[src/logic/eil_pkg.sv]
// package: register map, field layout, reset values and carriers of the ext/status latch
package eil_pkg;
    // ************************************************************
    // register offsets (byte addresses, one word each)
    // ************************************************************
    localparam logic [7:0] OFS_CMD = 8'h00;
    localparam logic [7:0] OFS_IMODE = 8'h04;
    localparam logic [7:0] OFS_SRCEN = 8'h08;
    localparam logic [7:0] OFS_XOPT = 8'h0C;
    localparam logic [7:0] OFS_MODE = 8'h10;
    localparam logic [7:0] OFS_STATUS = 8'h14;
    localparam logic [7:0] OFS_TXDATA = 8'h18;
    // ************************************************************
    // status / source-enable bit positions
    // ************************************************************
    localparam int BIT_PEND = 0;
    localparam int BIT_ZC = 1;
    localparam int BIT_TBE = 2;
    localparam int BIT_DCD = 3;
    localparam int BIT_SYNC = 4;
    localparam int BIT_CTS = 5;
    localparam int BIT_EOM = 6;
    localparam int BIT_BRK = 7;
    localparam logic [7:0] MASK_BOTH_EDGE = 8'hB8;
    localparam logic [7:0] MASK_RISE_EDGE = 8'h42;
    localparam logic [7:0] MASK_PIN_SRC = 8'h28;
    localparam logic [7:0] MASK_LATCHABLE = 8'hF8;
    // ************************************************************
    // command and option fields
    // ************************************************************
    localparam int CMD_LSB = 3;
    localparam logic [2:0] CMD_RST_EXT = 3'h2;
    localparam logic [2:0] CMD_SEND_ABORT = 3'h3;
    localparam logic [2:0] CMD_ENTER_HUNT = 3'h4;
    localparam logic [2:0] CMD_RST_EOM = 3'h5;
    localparam int IMODE_MIE_BIT = 0;
    localparam int XOPT_AUTOFLAG_BIT = 0;
    localparam int XOPT_ENH_BIT = 1;
    localparam int MODE_XTAL_BIT = 2;
    // ************************************************************
    // reset values and counts
    // ************************************************************
    localparam logic [7:0] RST_IMODE = 8'h00;
    localparam logic [7:0] RST_SRCEN = 8'h00;
    localparam logic [7:0] RST_XOPT = 8'h00;
    localparam logic [7:0] RST_MODE = 8'h00;
    localparam logic [2:0] ABORT_ONES = 3'h7;

    typedef enum logic [1:0] {EIL_ASYNC, EIL_SYNC, EIL_SDLC, EIL_EXTSYNC} eil_mode_t;

    typedef struct packed {
        logic cyc;
        logic stb;
        logic we;
        logic [7:0] adr;
        logic [3:0] sel;
        logic [31:0] dat;
    } eil_wb_req_t;

    typedef struct packed {
        logic cts;
        logic dcd;
        logic sync;
        logic rx_valid;
        logic rx_bit;
        logic rx_null_fe;
    } eil_line_t;

    typedef struct packed {
        logic crc_load;
        logic crc_done;
        logic tx_load;
        logic char_sync;
        logic brg_zero;
        logic brg_reload;
    } eil_evt_t;
endpackage

[src/logic/eil_brk_detect.sv]
// break / abort detector on the received bit stream
`timescale 1ns/1ps
module eil_brk_detect
    import eil_pkg::*;
(
    input wire logic sys_clk, // system clock
    input wire logic sys_rst, // async reset, active high
    input wire eil_mode_t mode, // channel mode
    input wire logic rx_valid, // one received bit present
    input wire logic rx_bit, // received bit value
    input wire logic rx_null_fe, // null char with framing error
    output logic brk_q, // break/abort status
    output logic null_push_q // leave one null in rx fifo
);
    logic [2:0] ones_q, ones_d;
    logic brk_d;
    logic null_push_d;

    always_comb begin
        ones_d = ones_q;
        brk_d = brk_q;
        null_push_d = 1'b0;
        unique case (mode)
            EIL_ASYNC: begin
                if (rx_null_fe) begin
                    brk_d = 1'b1;
                end else if (rx_valid && rx_bit && brk_q) begin
                    brk_d = 1'b0;
                    null_push_d = 1'b1;
                end
            end
            EIL_SDLC: begin
                if (rx_valid && rx_bit) begin
                    if (ones_q != ABORT_ONES) begin
                        ones_d = ones_q + 3'h1;
                    end
                    if (ones_q == ABORT_ONES - 3'h1 || ones_q == ABORT_ONES) begin
                        brk_d = 1'b1;
                    end
                end else if (rx_valid) begin
                    ones_d = 3'h0;
                    brk_d = 1'b0;
                end
            end
            EIL_SYNC, EIL_EXTSYNC: begin
                ones_d = 3'h0;
                brk_d = 1'b0;
            end
        endcase
    end

    always_ff @(posedge sys_clk or posedge sys_rst) begin
        if (sys_rst) begin
            ones_q <= 3'h0;
            brk_q <= 1'b0;
            null_push_q <= 1'b0;
        end else begin
            ones_q <= ones_d;
            brk_q <= brk_d;
            null_push_q <= null_push_d;
        end
    end
endmodule

[src/logic/eil_ext_status_latch.sv]
// ext/status interrupt latch of one serial channel, wishbone register slave
`timescale 1ns/1ps
// Contract
// - six sources gated by master enable and per-source enable bits
// - enable 0 shows live status, enable 1 shows latched status, except zero count which stays live
// - all latches close together on any enabled source change except a fall of eom or zero count
// - pending flag set while latches are closed
// - master enable clear keeps pending clear, latches still work
// - reset-ext/status command opens the latches
// - enhanced variant holds status stable during a read
// - basic variant captures status at read start, updates after
// - break reads 0 in non-sdlc sync; async set on null+fe, clear on one
// - end of break leaves one null character in the receive fifo
// - sdlc abort on seven ones, cleared by a zero, forces hunt
// - both break edges close latches even when already pending
// - underrun/eom clears only by command; clearing never closes latches
// - underrun/eom sets on crc load or send abort; always set async
// - enhanced sdlc eom may signal next-frame write with auto flag
// - cts and dcd mirror pins; either edge closes latches
// - after reset command, odd pin transitions keep latches closed
// - zero count sets at zero, clears on reload, always live
// - zero count forced 0 while its enable is clear
// - async/ext-sync sync follows pin; xtal in async forces 0
// - basic variant: data written during crc replaces the crc
// - enhanced variant: crc wins, tx buffer empty stays clear
// - sync modes: hunt set by command, cleared on character sync
module eil_ext_status_latch
    import eil_pkg::*;
(
    input wire logic sys_clk, // system clock, 100 MHz
    input wire logic sys_rst, // async reset, active high
    input wire eil_pkg::eil_wb_req_t wb_req, // wishbone request group
    output logic [31:0] wb_dat_o, // wishbone read data
    output logic wb_ack_o, // wishbone acknowledge
    input wire eil_pkg::eil_line_t line_in, // modem pins and receive stream
    input wire eil_pkg::eil_evt_t evt_in, // transmitter / baud generator events
    output logic ext_status_pending, // ext/status interrupt pending
    output logic rx_hunt, // receiver hunt request
    output logic rx_push_null, // push one null char into rx fifo
    output logic [7:0] tx_data, // byte waiting for the shift register
    output logic tx_full, // transmit buffer holds a byte
    output logic tx_crc_abort // replace pending crc with flag/sync
);
    import eil_pkg::*;

    // ************************************************************
    // register bus
    // ************************************************************
    logic [7:0] imode_q, imode_d;
    logic [7:0] srcen_q, srcen_d;
    logic [7:0] xopt_q, xopt_d;
    logic [7:0] mode_q, mode_d;
    logic [31:0] dat_q, dat_d;
    logic ack_q, ack_d;
    logic acc, wr_acc;
    logic cmd_rst_ext, cmd_send_abort, cmd_enter_hunt, cmd_rst_eom, wr_tx;
    logic [7:0] view;
    eil_mode_t mode;
    logic enh, mie;

    assign acc = wb_req.cyc && wb_req.stb && !ack_q;
    // writes land at the edge where ack is seen high, while the master still holds the request
    assign wr_acc = wb_req.cyc && wb_req.stb && ack_q && wb_req.we && wb_req.sel[0];
    assign cmd_rst_ext = wr_acc && wb_req.adr == OFS_CMD
        && wb_req.dat[CMD_LSB +: 3] == CMD_RST_EXT;
    assign cmd_send_abort = wr_acc && wb_req.adr == OFS_CMD
        && wb_req.dat[CMD_LSB +: 3] == CMD_SEND_ABORT;
    assign cmd_enter_hunt = wr_acc && wb_req.adr == OFS_CMD
        && wb_req.dat[CMD_LSB +: 3] == CMD_ENTER_HUNT;
    assign cmd_rst_eom = wr_acc && wb_req.adr == OFS_CMD
        && wb_req.dat[CMD_LSB +: 3] == CMD_RST_EOM;
    assign wr_tx = wr_acc && wb_req.adr == OFS_TXDATA;
    assign mode = eil_mode_t'(mode_q[1:0]);
    assign enh = xopt_q[XOPT_ENH_BIT];
    assign mie = imode_q[IMODE_MIE_BIT];

    always_comb begin
        imode_d = imode_q;
        srcen_d = srcen_q;
        xopt_d = xopt_q;
        mode_d = mode_q;
        dat_d = dat_q;
        ack_d = acc;
        if (wr_acc) begin
            unique case (wb_req.adr)
                OFS_IMODE: imode_d = wb_req.dat[7:0];
                OFS_SRCEN: srcen_d = wb_req.dat[7:0];
                OFS_XOPT: xopt_d = wb_req.dat[7:0];
                OFS_MODE: mode_d = wb_req.dat[7:0];
                default: ;
            endcase
        end
        if (acc && !wb_req.we) begin
            // snapshot taken once per access so a late closure cannot tear the word
            unique case (wb_req.adr)
                OFS_IMODE: dat_d = {24'h0, imode_q};
                OFS_SRCEN: dat_d = {24'h0, srcen_q};
                OFS_XOPT: dat_d = {24'h0, xopt_q};
                OFS_MODE: dat_d = {24'h0, mode_q};
                OFS_STATUS: dat_d = {24'h0, view};
                default: dat_d = 32'h0;
            endcase
        end
    end

    always_ff @(posedge sys_clk or posedge sys_rst) begin
        if (sys_rst) begin
            imode_q <= RST_IMODE;
            srcen_q <= RST_SRCEN;
            xopt_q <= RST_XOPT;
            mode_q <= RST_MODE;
            dat_q <= 32'h0;
            ack_q <= 1'b0;
        end else begin
            imode_q <= imode_d;
            srcen_q <= srcen_d;
            xopt_q <= xopt_d;
            mode_q <= mode_d;
            dat_q <= dat_d;
            ack_q <= ack_d;
        end
    end

    assign wb_dat_o = dat_q;
    assign wb_ack_o = ack_q;

    // ************************************************************
    // live status sources
    // ************************************************************
    logic brk_st, null_push;
    logic eom_q, eom_d;
    logic hunt_q, hunt_d;
    logic zc_q, zc_d;
    logic brk_prev_q;
    logic [7:0] live;

    eil_brk_detect u_brk (
        .sys_clk(sys_clk),
        .sys_rst(sys_rst),
        .mode(mode),
        .rx_valid(line_in.rx_valid),
        .rx_bit(line_in.rx_bit),
        .rx_null_fe(line_in.rx_null_fe),
        .brk_q(brk_st),
        .null_push_q(null_push)
    );

    always_comb begin
        eom_d = eom_q;
        hunt_d = hunt_q;
        zc_d = zc_q;
        if (cmd_rst_eom) begin
            eom_d = 1'b0;
        end
        // crc load also tells enhanced sdlc software the next frame may be written
        if (evt_in.crc_load || cmd_send_abort) begin
            eom_d = 1'b1;
        end
        if (evt_in.char_sync && mode != EIL_SDLC) begin
            hunt_d = 1'b0;
        end
        if (evt_in.char_sync && mode == EIL_SDLC) begin
            hunt_d = 1'b0;
        end
        if (cmd_enter_hunt || (mode == EIL_SDLC && brk_st && !brk_prev_q)) begin
            hunt_d = 1'b1;
        end
        if (evt_in.brg_reload) begin
            zc_d = 1'b0;
        end
        if (evt_in.brg_zero) begin
            zc_d = 1'b1;
        end
    end

    always_ff @(posedge sys_clk or posedge sys_rst) begin
        if (sys_rst) begin
            eom_q <= 1'b0;
            hunt_q <= 1'b1;
            zc_q <= 1'b0;
            brk_prev_q <= 1'b0;
        end else begin
            eom_q <= eom_d;
            hunt_q <= hunt_d;
            zc_q <= zc_d;
            brk_prev_q <= brk_st;
        end
    end

    always_comb begin
        live = 8'h00;
        live[BIT_BRK] = brk_st;
        live[BIT_EOM] = (mode == EIL_ASYNC) ? 1'b1 : eom_q;
        live[BIT_CTS] = line_in.cts;
        live[BIT_DCD] = line_in.dcd;
        live[BIT_ZC] = zc_q && srcen_q[BIT_ZC];
        unique case (mode)
            EIL_ASYNC: live[BIT_SYNC] = line_in.sync && !mode_q[MODE_XTAL_BIT];
            EIL_EXTSYNC: live[BIT_SYNC] = line_in.sync;
            EIL_SYNC, EIL_SDLC: live[BIT_SYNC] = hunt_q;
        endcase
    end

    // ************************************************************
    // shared latch and pending flag
    // ************************************************************
    logic [7:0] lat_q, lat_d;
    logic [7:0] prev_q;
    logic closed_q, closed_d;
    logic pend_q, pend_d;
    logic [7:0] chg;
    logic trig_any, brk_edge, pin_odd;
    logic tx_full_q, tx_full_d;

    assign chg = live ^ prev_q;
    assign trig_any = |(chg & srcen_q & MASK_BOTH_EDGE)
        || |(live & ~prev_q & srcen_q & MASK_RISE_EDGE);
    assign brk_edge = chg[BIT_BRK] && srcen_q[BIT_BRK];
    // parity of pin transitions equals inequality of pin and latched copy
    assign pin_odd = |((live ^ lat_q) & srcen_q & MASK_PIN_SRC);

    always_comb begin
        closed_d = closed_q;
        lat_d = lat_q;
        if (cmd_rst_ext && closed_q) begin
            closed_d = 1'b0;
            if (pin_odd) begin
                closed_d = 1'b1;
                lat_d = live;
            end
        end
        // only a break edge in the cycle of the reset command wins over the reopen
        if ((!closed_q && trig_any) || brk_edge) begin
            closed_d = 1'b1;
            lat_d = live;
        end
        pend_d = closed_d && mie;
    end

    always_ff @(posedge sys_clk or posedge sys_rst) begin
        if (sys_rst) begin
            lat_q <= 8'h00;
            prev_q <= 8'h00;
            closed_q <= 1'b0;
            pend_q <= 1'b0;
        end else begin
            lat_q <= lat_d;
            prev_q <= live;
            closed_q <= closed_d;
            pend_q <= pend_d;
        end
    end

    genvar gi;
    generate
        for (gi = 0; gi < 8; gi++) begin : g_view
            if (gi == BIT_PEND) begin : g_pend
                assign view[gi] = pend_q;
            end else if (gi == BIT_TBE) begin : g_tbe
                assign view[gi] = !tx_full_q;
            end else if (MASK_LATCHABLE[gi]) begin : g_lat
                assign view[gi] = (srcen_q[gi] && closed_q) ? lat_q[gi] : live[gi];
            end else begin : g_live
                assign view[gi] = live[gi];
            end
        end
    endgenerate

    // ************************************************************
    // transmit data versus crc priority
    // ************************************************************
    logic crc_phase_q, crc_phase_d;
    logic [7:0] tx_data_q, tx_data_d;
    logic crc_abort_q, crc_abort_d;
    logic hunt_out_q, null_out_q;

    always_comb begin
        crc_phase_d = crc_phase_q;
        tx_full_d = tx_full_q;
        tx_data_d = tx_data_q;
        crc_abort_d = 1'b0;
        if (evt_in.crc_done) begin
            crc_phase_d = 1'b0;
        end
        if (evt_in.crc_load) begin
            crc_phase_d = 1'b1;
        end
        if (evt_in.tx_load) begin
            tx_full_d = 1'b0;
        end
        if (wr_tx) begin
            tx_full_d = 1'b1;
            tx_data_d = wb_req.dat[7:0];
            if (crc_phase_q && !enh) begin
                crc_abort_d = 1'b1;
                crc_phase_d = 1'b0;
            end
        end
    end

    always_ff @(posedge sys_clk or posedge sys_rst) begin
        if (sys_rst) begin
            crc_phase_q <= 1'b0;
            tx_full_q <= 1'b0;
            tx_data_q <= 8'h00;
            crc_abort_q <= 1'b0;
            hunt_out_q <= 1'b1;
            null_out_q <= 1'b0;
        end else begin
            crc_phase_q <= crc_phase_d;
            tx_full_q <= tx_full_d;
            tx_data_q <= tx_data_d;
            crc_abort_q <= crc_abort_d;
            hunt_out_q <= hunt_d;
            null_out_q <= null_push;
        end
    end

    assign ext_status_pending = pend_q;
    assign rx_hunt = hunt_out_q;
    assign rx_push_null = null_out_q;
    assign tx_data = tx_data_q;
    assign tx_full = tx_full_q;
    assign tx_crc_abort = crc_abort_q;
endmodule

[config.mk]
export PLATFORM = sky130hd
export DESIGN_NAME = eil_ext_status_latch
export DESIGN_NICKNAME = d
export VERILOG_FILES = /design/src/logic/eil_pkg.sv /design/src/logic/eil_brk_detect.sv /design/src/logic/eil_ext_status_latch.sv
export SDC_FILE = /design/constraint.sdc
export NUM_CORES = 1
export LEC_CHECK = 0
export BUFFER_PORTS_ARGS = -buffer_cell sky130_fd_sc_hd__buf_2
export CAP_MARGIN = 30
export CORE_ASPECT_RATIO = 1.4
export CORE_MARGIN = 2
export CORE_UTILIZATION = 35
export CTS_BUF_LIST = sky130_fd_sc_hd__clkbuf_4 sky130_fd_sc_hd__clkbuf_8
export CTS_CLUSTER_SIZE = 8
export DETAILED_ROUTE_END_ITERATION = 10
export PLACE_DENSITY = 0.68
export SLEW_MARGIN = 20
export SYNTH_ARGS = -nofsm -noshare
export SYNTH_HDL_FRONTEND = slang
export SYNTH_SLANG_ARGS = --single-unit
[constraint.sdc]
create_clock -name sys_clk -period 3.1 [get_ports sys_clk]
set_input_delay 0.31 -clock sys_clk [delete_from_list [all_inputs] [get_ports sys_clk]]
set_output_delay 0.31 -clock sys_clk [all_outputs]
set_load 0.1 [all_outputs]
==> results.md <==
* Critical path capture point type: flop
* Synth Area in Compound Gates at 10.2%
* Port Buffers at 55
* Pre-CTS setup slack at 0.575 ns
* Setup_tns at 0 ns
* Arrival time worst endpoint at 2.75 ns
* CTS H-tree depth at 3
* Die Y at 128 um
* Area of the multi-input gates at 0.00177 mm2
* Kind of critical path: reg -> reg
* Mapped Avg Cell Area at 11.0 um2
* CTS tree: yes
* Register Area at 0.00185 mm2
* RSZ-0062 raised after global routing: false
* Area Growth Syn to Fin at 13.4%
* Max-cap violations at 0
* Fin crit share at 80.7%
* Core box area at 0.0108 mm2
* Worst-path clk slew at 0.08 ns
* Synth Register Bits at 74
* XOR/XNOR Fraction of Synth Area at 1.37%
* Result of the run: complete, no violations
* Largest family of logic cells by synthesized area: multiplexers
* Cells after Synth at 348
* Synth Area in Simple Gates at 13.5%
* DRT Wirelength at 8750 um
* DRC viols at 0
* LEAKAGE at 0.00214 uW
* FP Rows at 45
* Slew Limit Fails at 0
* Final setup viols at 0
* Post-detail-place hpwl at 6510 um
* Fmax at 0.400 GHz
* Layout cells sized above 1 at 32.0%
* Synth Area in Adders at 2.28%
* Hold Crit Class: in -> reg
* Io pins at 107
* Total track usage at 15.5%
* Die width at 92.5 um
* Top FF cell, synth: dfrtp_1
* Worst Skew at 0.00692 ns
* Drt wl/cell at 15.9 um
* Largest net degree at the start of global routing at 64
* Initial antenna violation count at 0
* Synth Warn # at 0
* Skew-Pair Late Insertion Delay at 0.35 ns
* Fin worst setup slack at 0.597 ns
* Vias after detailed routing at 2713
* FFs w/ async S/R, synth at 100%
* Seq/Total Area, Yosys at 48.3%
* N_diodes at 0
* Num CTS Buffers at 9
* Nets at 473
* Req. time, crit path at 3.34 ns
* Slew @ Worst Pin at 0.694 ns
* Gpl congestion at 0.855
* Crit-path max FO at 9
* # clock sinks at 74
* Post-synth EDFFs at 0
* Initial Util at 35.7%
* Via density at 4.92
* Mux cell area share after synthesis at 16.4%
* # fillers at 1048
* Overflow after GRT at 0
* Post-DP Area at 0.00416 mm2
* Max VDD drop at 0.000192 V
* Drt initial violations at 177
* 1st-pass router iterations at 4
* Final hold violations at 0
* Die footprint at 0.0118 mm2
* Util after Layout at 40.4%
* Power density cells at 480 mW/mm2
* Cell area after layout at 0.00435 mm2
* CP startpoint kind: flop
* Synth Cell Area at 0.00384 mm2
* Vias in the first global route at 2768
* Max_slew headroom at 53.4%
* Post-synth cell types at 49
* Clock root buffer: clkbuf_8
* Clock buffer depth at 2
* DRT antenna net count at 0
* First-pass GRT wire length at 14000 um
* Min Tclk post-route at 2.50 ns
## where the power goes
part	leakage, uW	internal, uW	total, uW	switching, uW
clock network	0.0000885	317	674	357
registers	0.000966	989	1000	14.1
logic	0.00109	59.0	412	353
## path summary, 6_finish.rpt
kind	startpoint	to	slack [ns]	cells after the start
setup / recovery	mode_q[1]$_DFFE_PP0P_	lat_q[3]$_DFFE_PP0P_	0.60	8
hold / removal	evt_in[3]	tx_full$_DFFE_PP0P_	0.13	2
setup reg to reg	mode_q[1]$_DFFE_PP0P_	lat_q[3]$_DFFE_PP0P_	0.60	8
hold reg to reg	u_brk.null_push_q$_DFF_PP0_	rx_push_null$_DFF_PP0_	0.35	0
max in group asynchronous	sys_rst	rx_hunt$_DFFE_PP1P_	2.00	4
min in group asynchronous	sys_rst	prev_q[3]$_DFF_PP0_	0.44	3
## state kept, by name, indices dropped and copies added, names as in the netlist, 3 cells and up
register	flops
tx_data	8
u_brk.ones_q	3
xopt_q	8
srcen_q	8
lat_q	5
prev_q	6
mode_q	8
imode_q	8
wb_dat_o	8
## synthesized netlist by cell type, types with 2 or more instances
cell type | instances | area share, %
nand4_1 | 2 | 0.33
dfrtp_1 | 73 | 48
a22oi_1 | 9 | 1.8
clkbuf_1 | 4 | 0.39
nand3b_1 | 5 | 0.98
and2_1 | 3 | 0.49
nor2_1 | 16 | 1.6
nor3_1 | 7 | 0.91
nand2_1 | 32 | 3.1
ha_1 | 7 | 2.3
mux2_4 | 5 | 2.0
inv_1 | 13 | 1.3
mux2i_1 | 8 | 2.1
a2bb2oi_1 | 2 | 0.46
o22ai_1 | 6 | 0.98
buf_2 | 7 | 0.91
mux2_2 | 42 | 12
nand3_1 | 12 | 1.6
nor4_1 | 3 | 0.49
and3_1 | 2 | 0.33
buf_6 | 2 | 0.59
a21oi_1 | 18 | 2.3
nor2b_1 | 5 | 0.82
xor2_1 | 5 | 1.1
a22o_1 | 3 | 0.69
nor4_4 | 2 | 1.1
buf_4 | 24 | 4.7
a41o_1 | 2 | 0.52
o21ai_0 | 9 | 1.2
## stage by stage
| step | power (uW) | instances | hold WS [ns] |
|---|---|---|---|
| global placement | 1430 | 534 | 0.254 |
| finish | 2090 | 551 | 0.133 |
| global route | 2180 | 551 | 0.119 |
| detailed placement | 1430 | 534 | 0.258 |
| CTS | 2110 | 551 | 0.116 |
| floorplan | 1380 | 371 | 0.331 |
## cells in the final DEF, fill, tap and decap left out, types with 5 or more instances in the layout
master and instances:
dfrtp_1 73, buf_2 55, mux2_2 42, nand2_1 32
conb_1 24, a21oi_1 18, nor2_1 16, nand3_1 12
inv_1 12, clkbuf_8 10, o21ai_0 9, a22oi_1 9
mux2i_1 8, nor3_1 7, ha_1 7, o22ai_1 6
nor2b_1 5, nand3b_1 5, xor2_1 5, mux2_4 5
## per-layer routing
| layer | global-route usage [%] | up-vias | share of wire [%] |
|---|---|---|---|
| met5 | 0 | - | 0 |
| met4 | 8.60 | 0 | 3.2 |
| met3 | 3.88 | 16 | 5.0 |
| met2 | 26.1 | 83 | 50 |
| met1 | 18.0 | 1315 | 42 |
| li1 | - | 1299 | - |
## critical path: stages, from the launching register on
cell and delay [ns]:
dfrtp_1 0.43, inv_1 0.10, ha_1 0.30, nor2b_1 0.17
o21ai_1 0.24, nand2_1 0.17, xnor2_1 0.19, o31ai_4 0.42
mux2_4 0.35
## what timing repair did
item,in CTS,in global routing
hold buffers,1,0
resized for setup,0,0
buffers inserted,0,0
hold endpoints to repair,11,0
## logic make-up (layout without fill, tap and decap cells)
kind of cell | after synthesis | after routing
AOI/OAI and AO/OA | 58 | 58
xor gates and xnor gates | 6 | 6
adders and majority gates | 7 | 7
buffers and inverters | 50 | 89
DFF | 74 | 74
muxes | 55 | 55
other | 1 | 24
and+or+nand+nor | 97 | 97
## area by class of cell
class	instances	share of cell area (%)
well taps	141	4.06
multi-input cells	247	40.7
inverters	13	1.12
repair buffers	60	7.54
flip-flops and latches	74	42.6
clock buffers	11	3.34
clock inverters	5	0.690
Note: power is estimated with default switching activity, not from simulation.
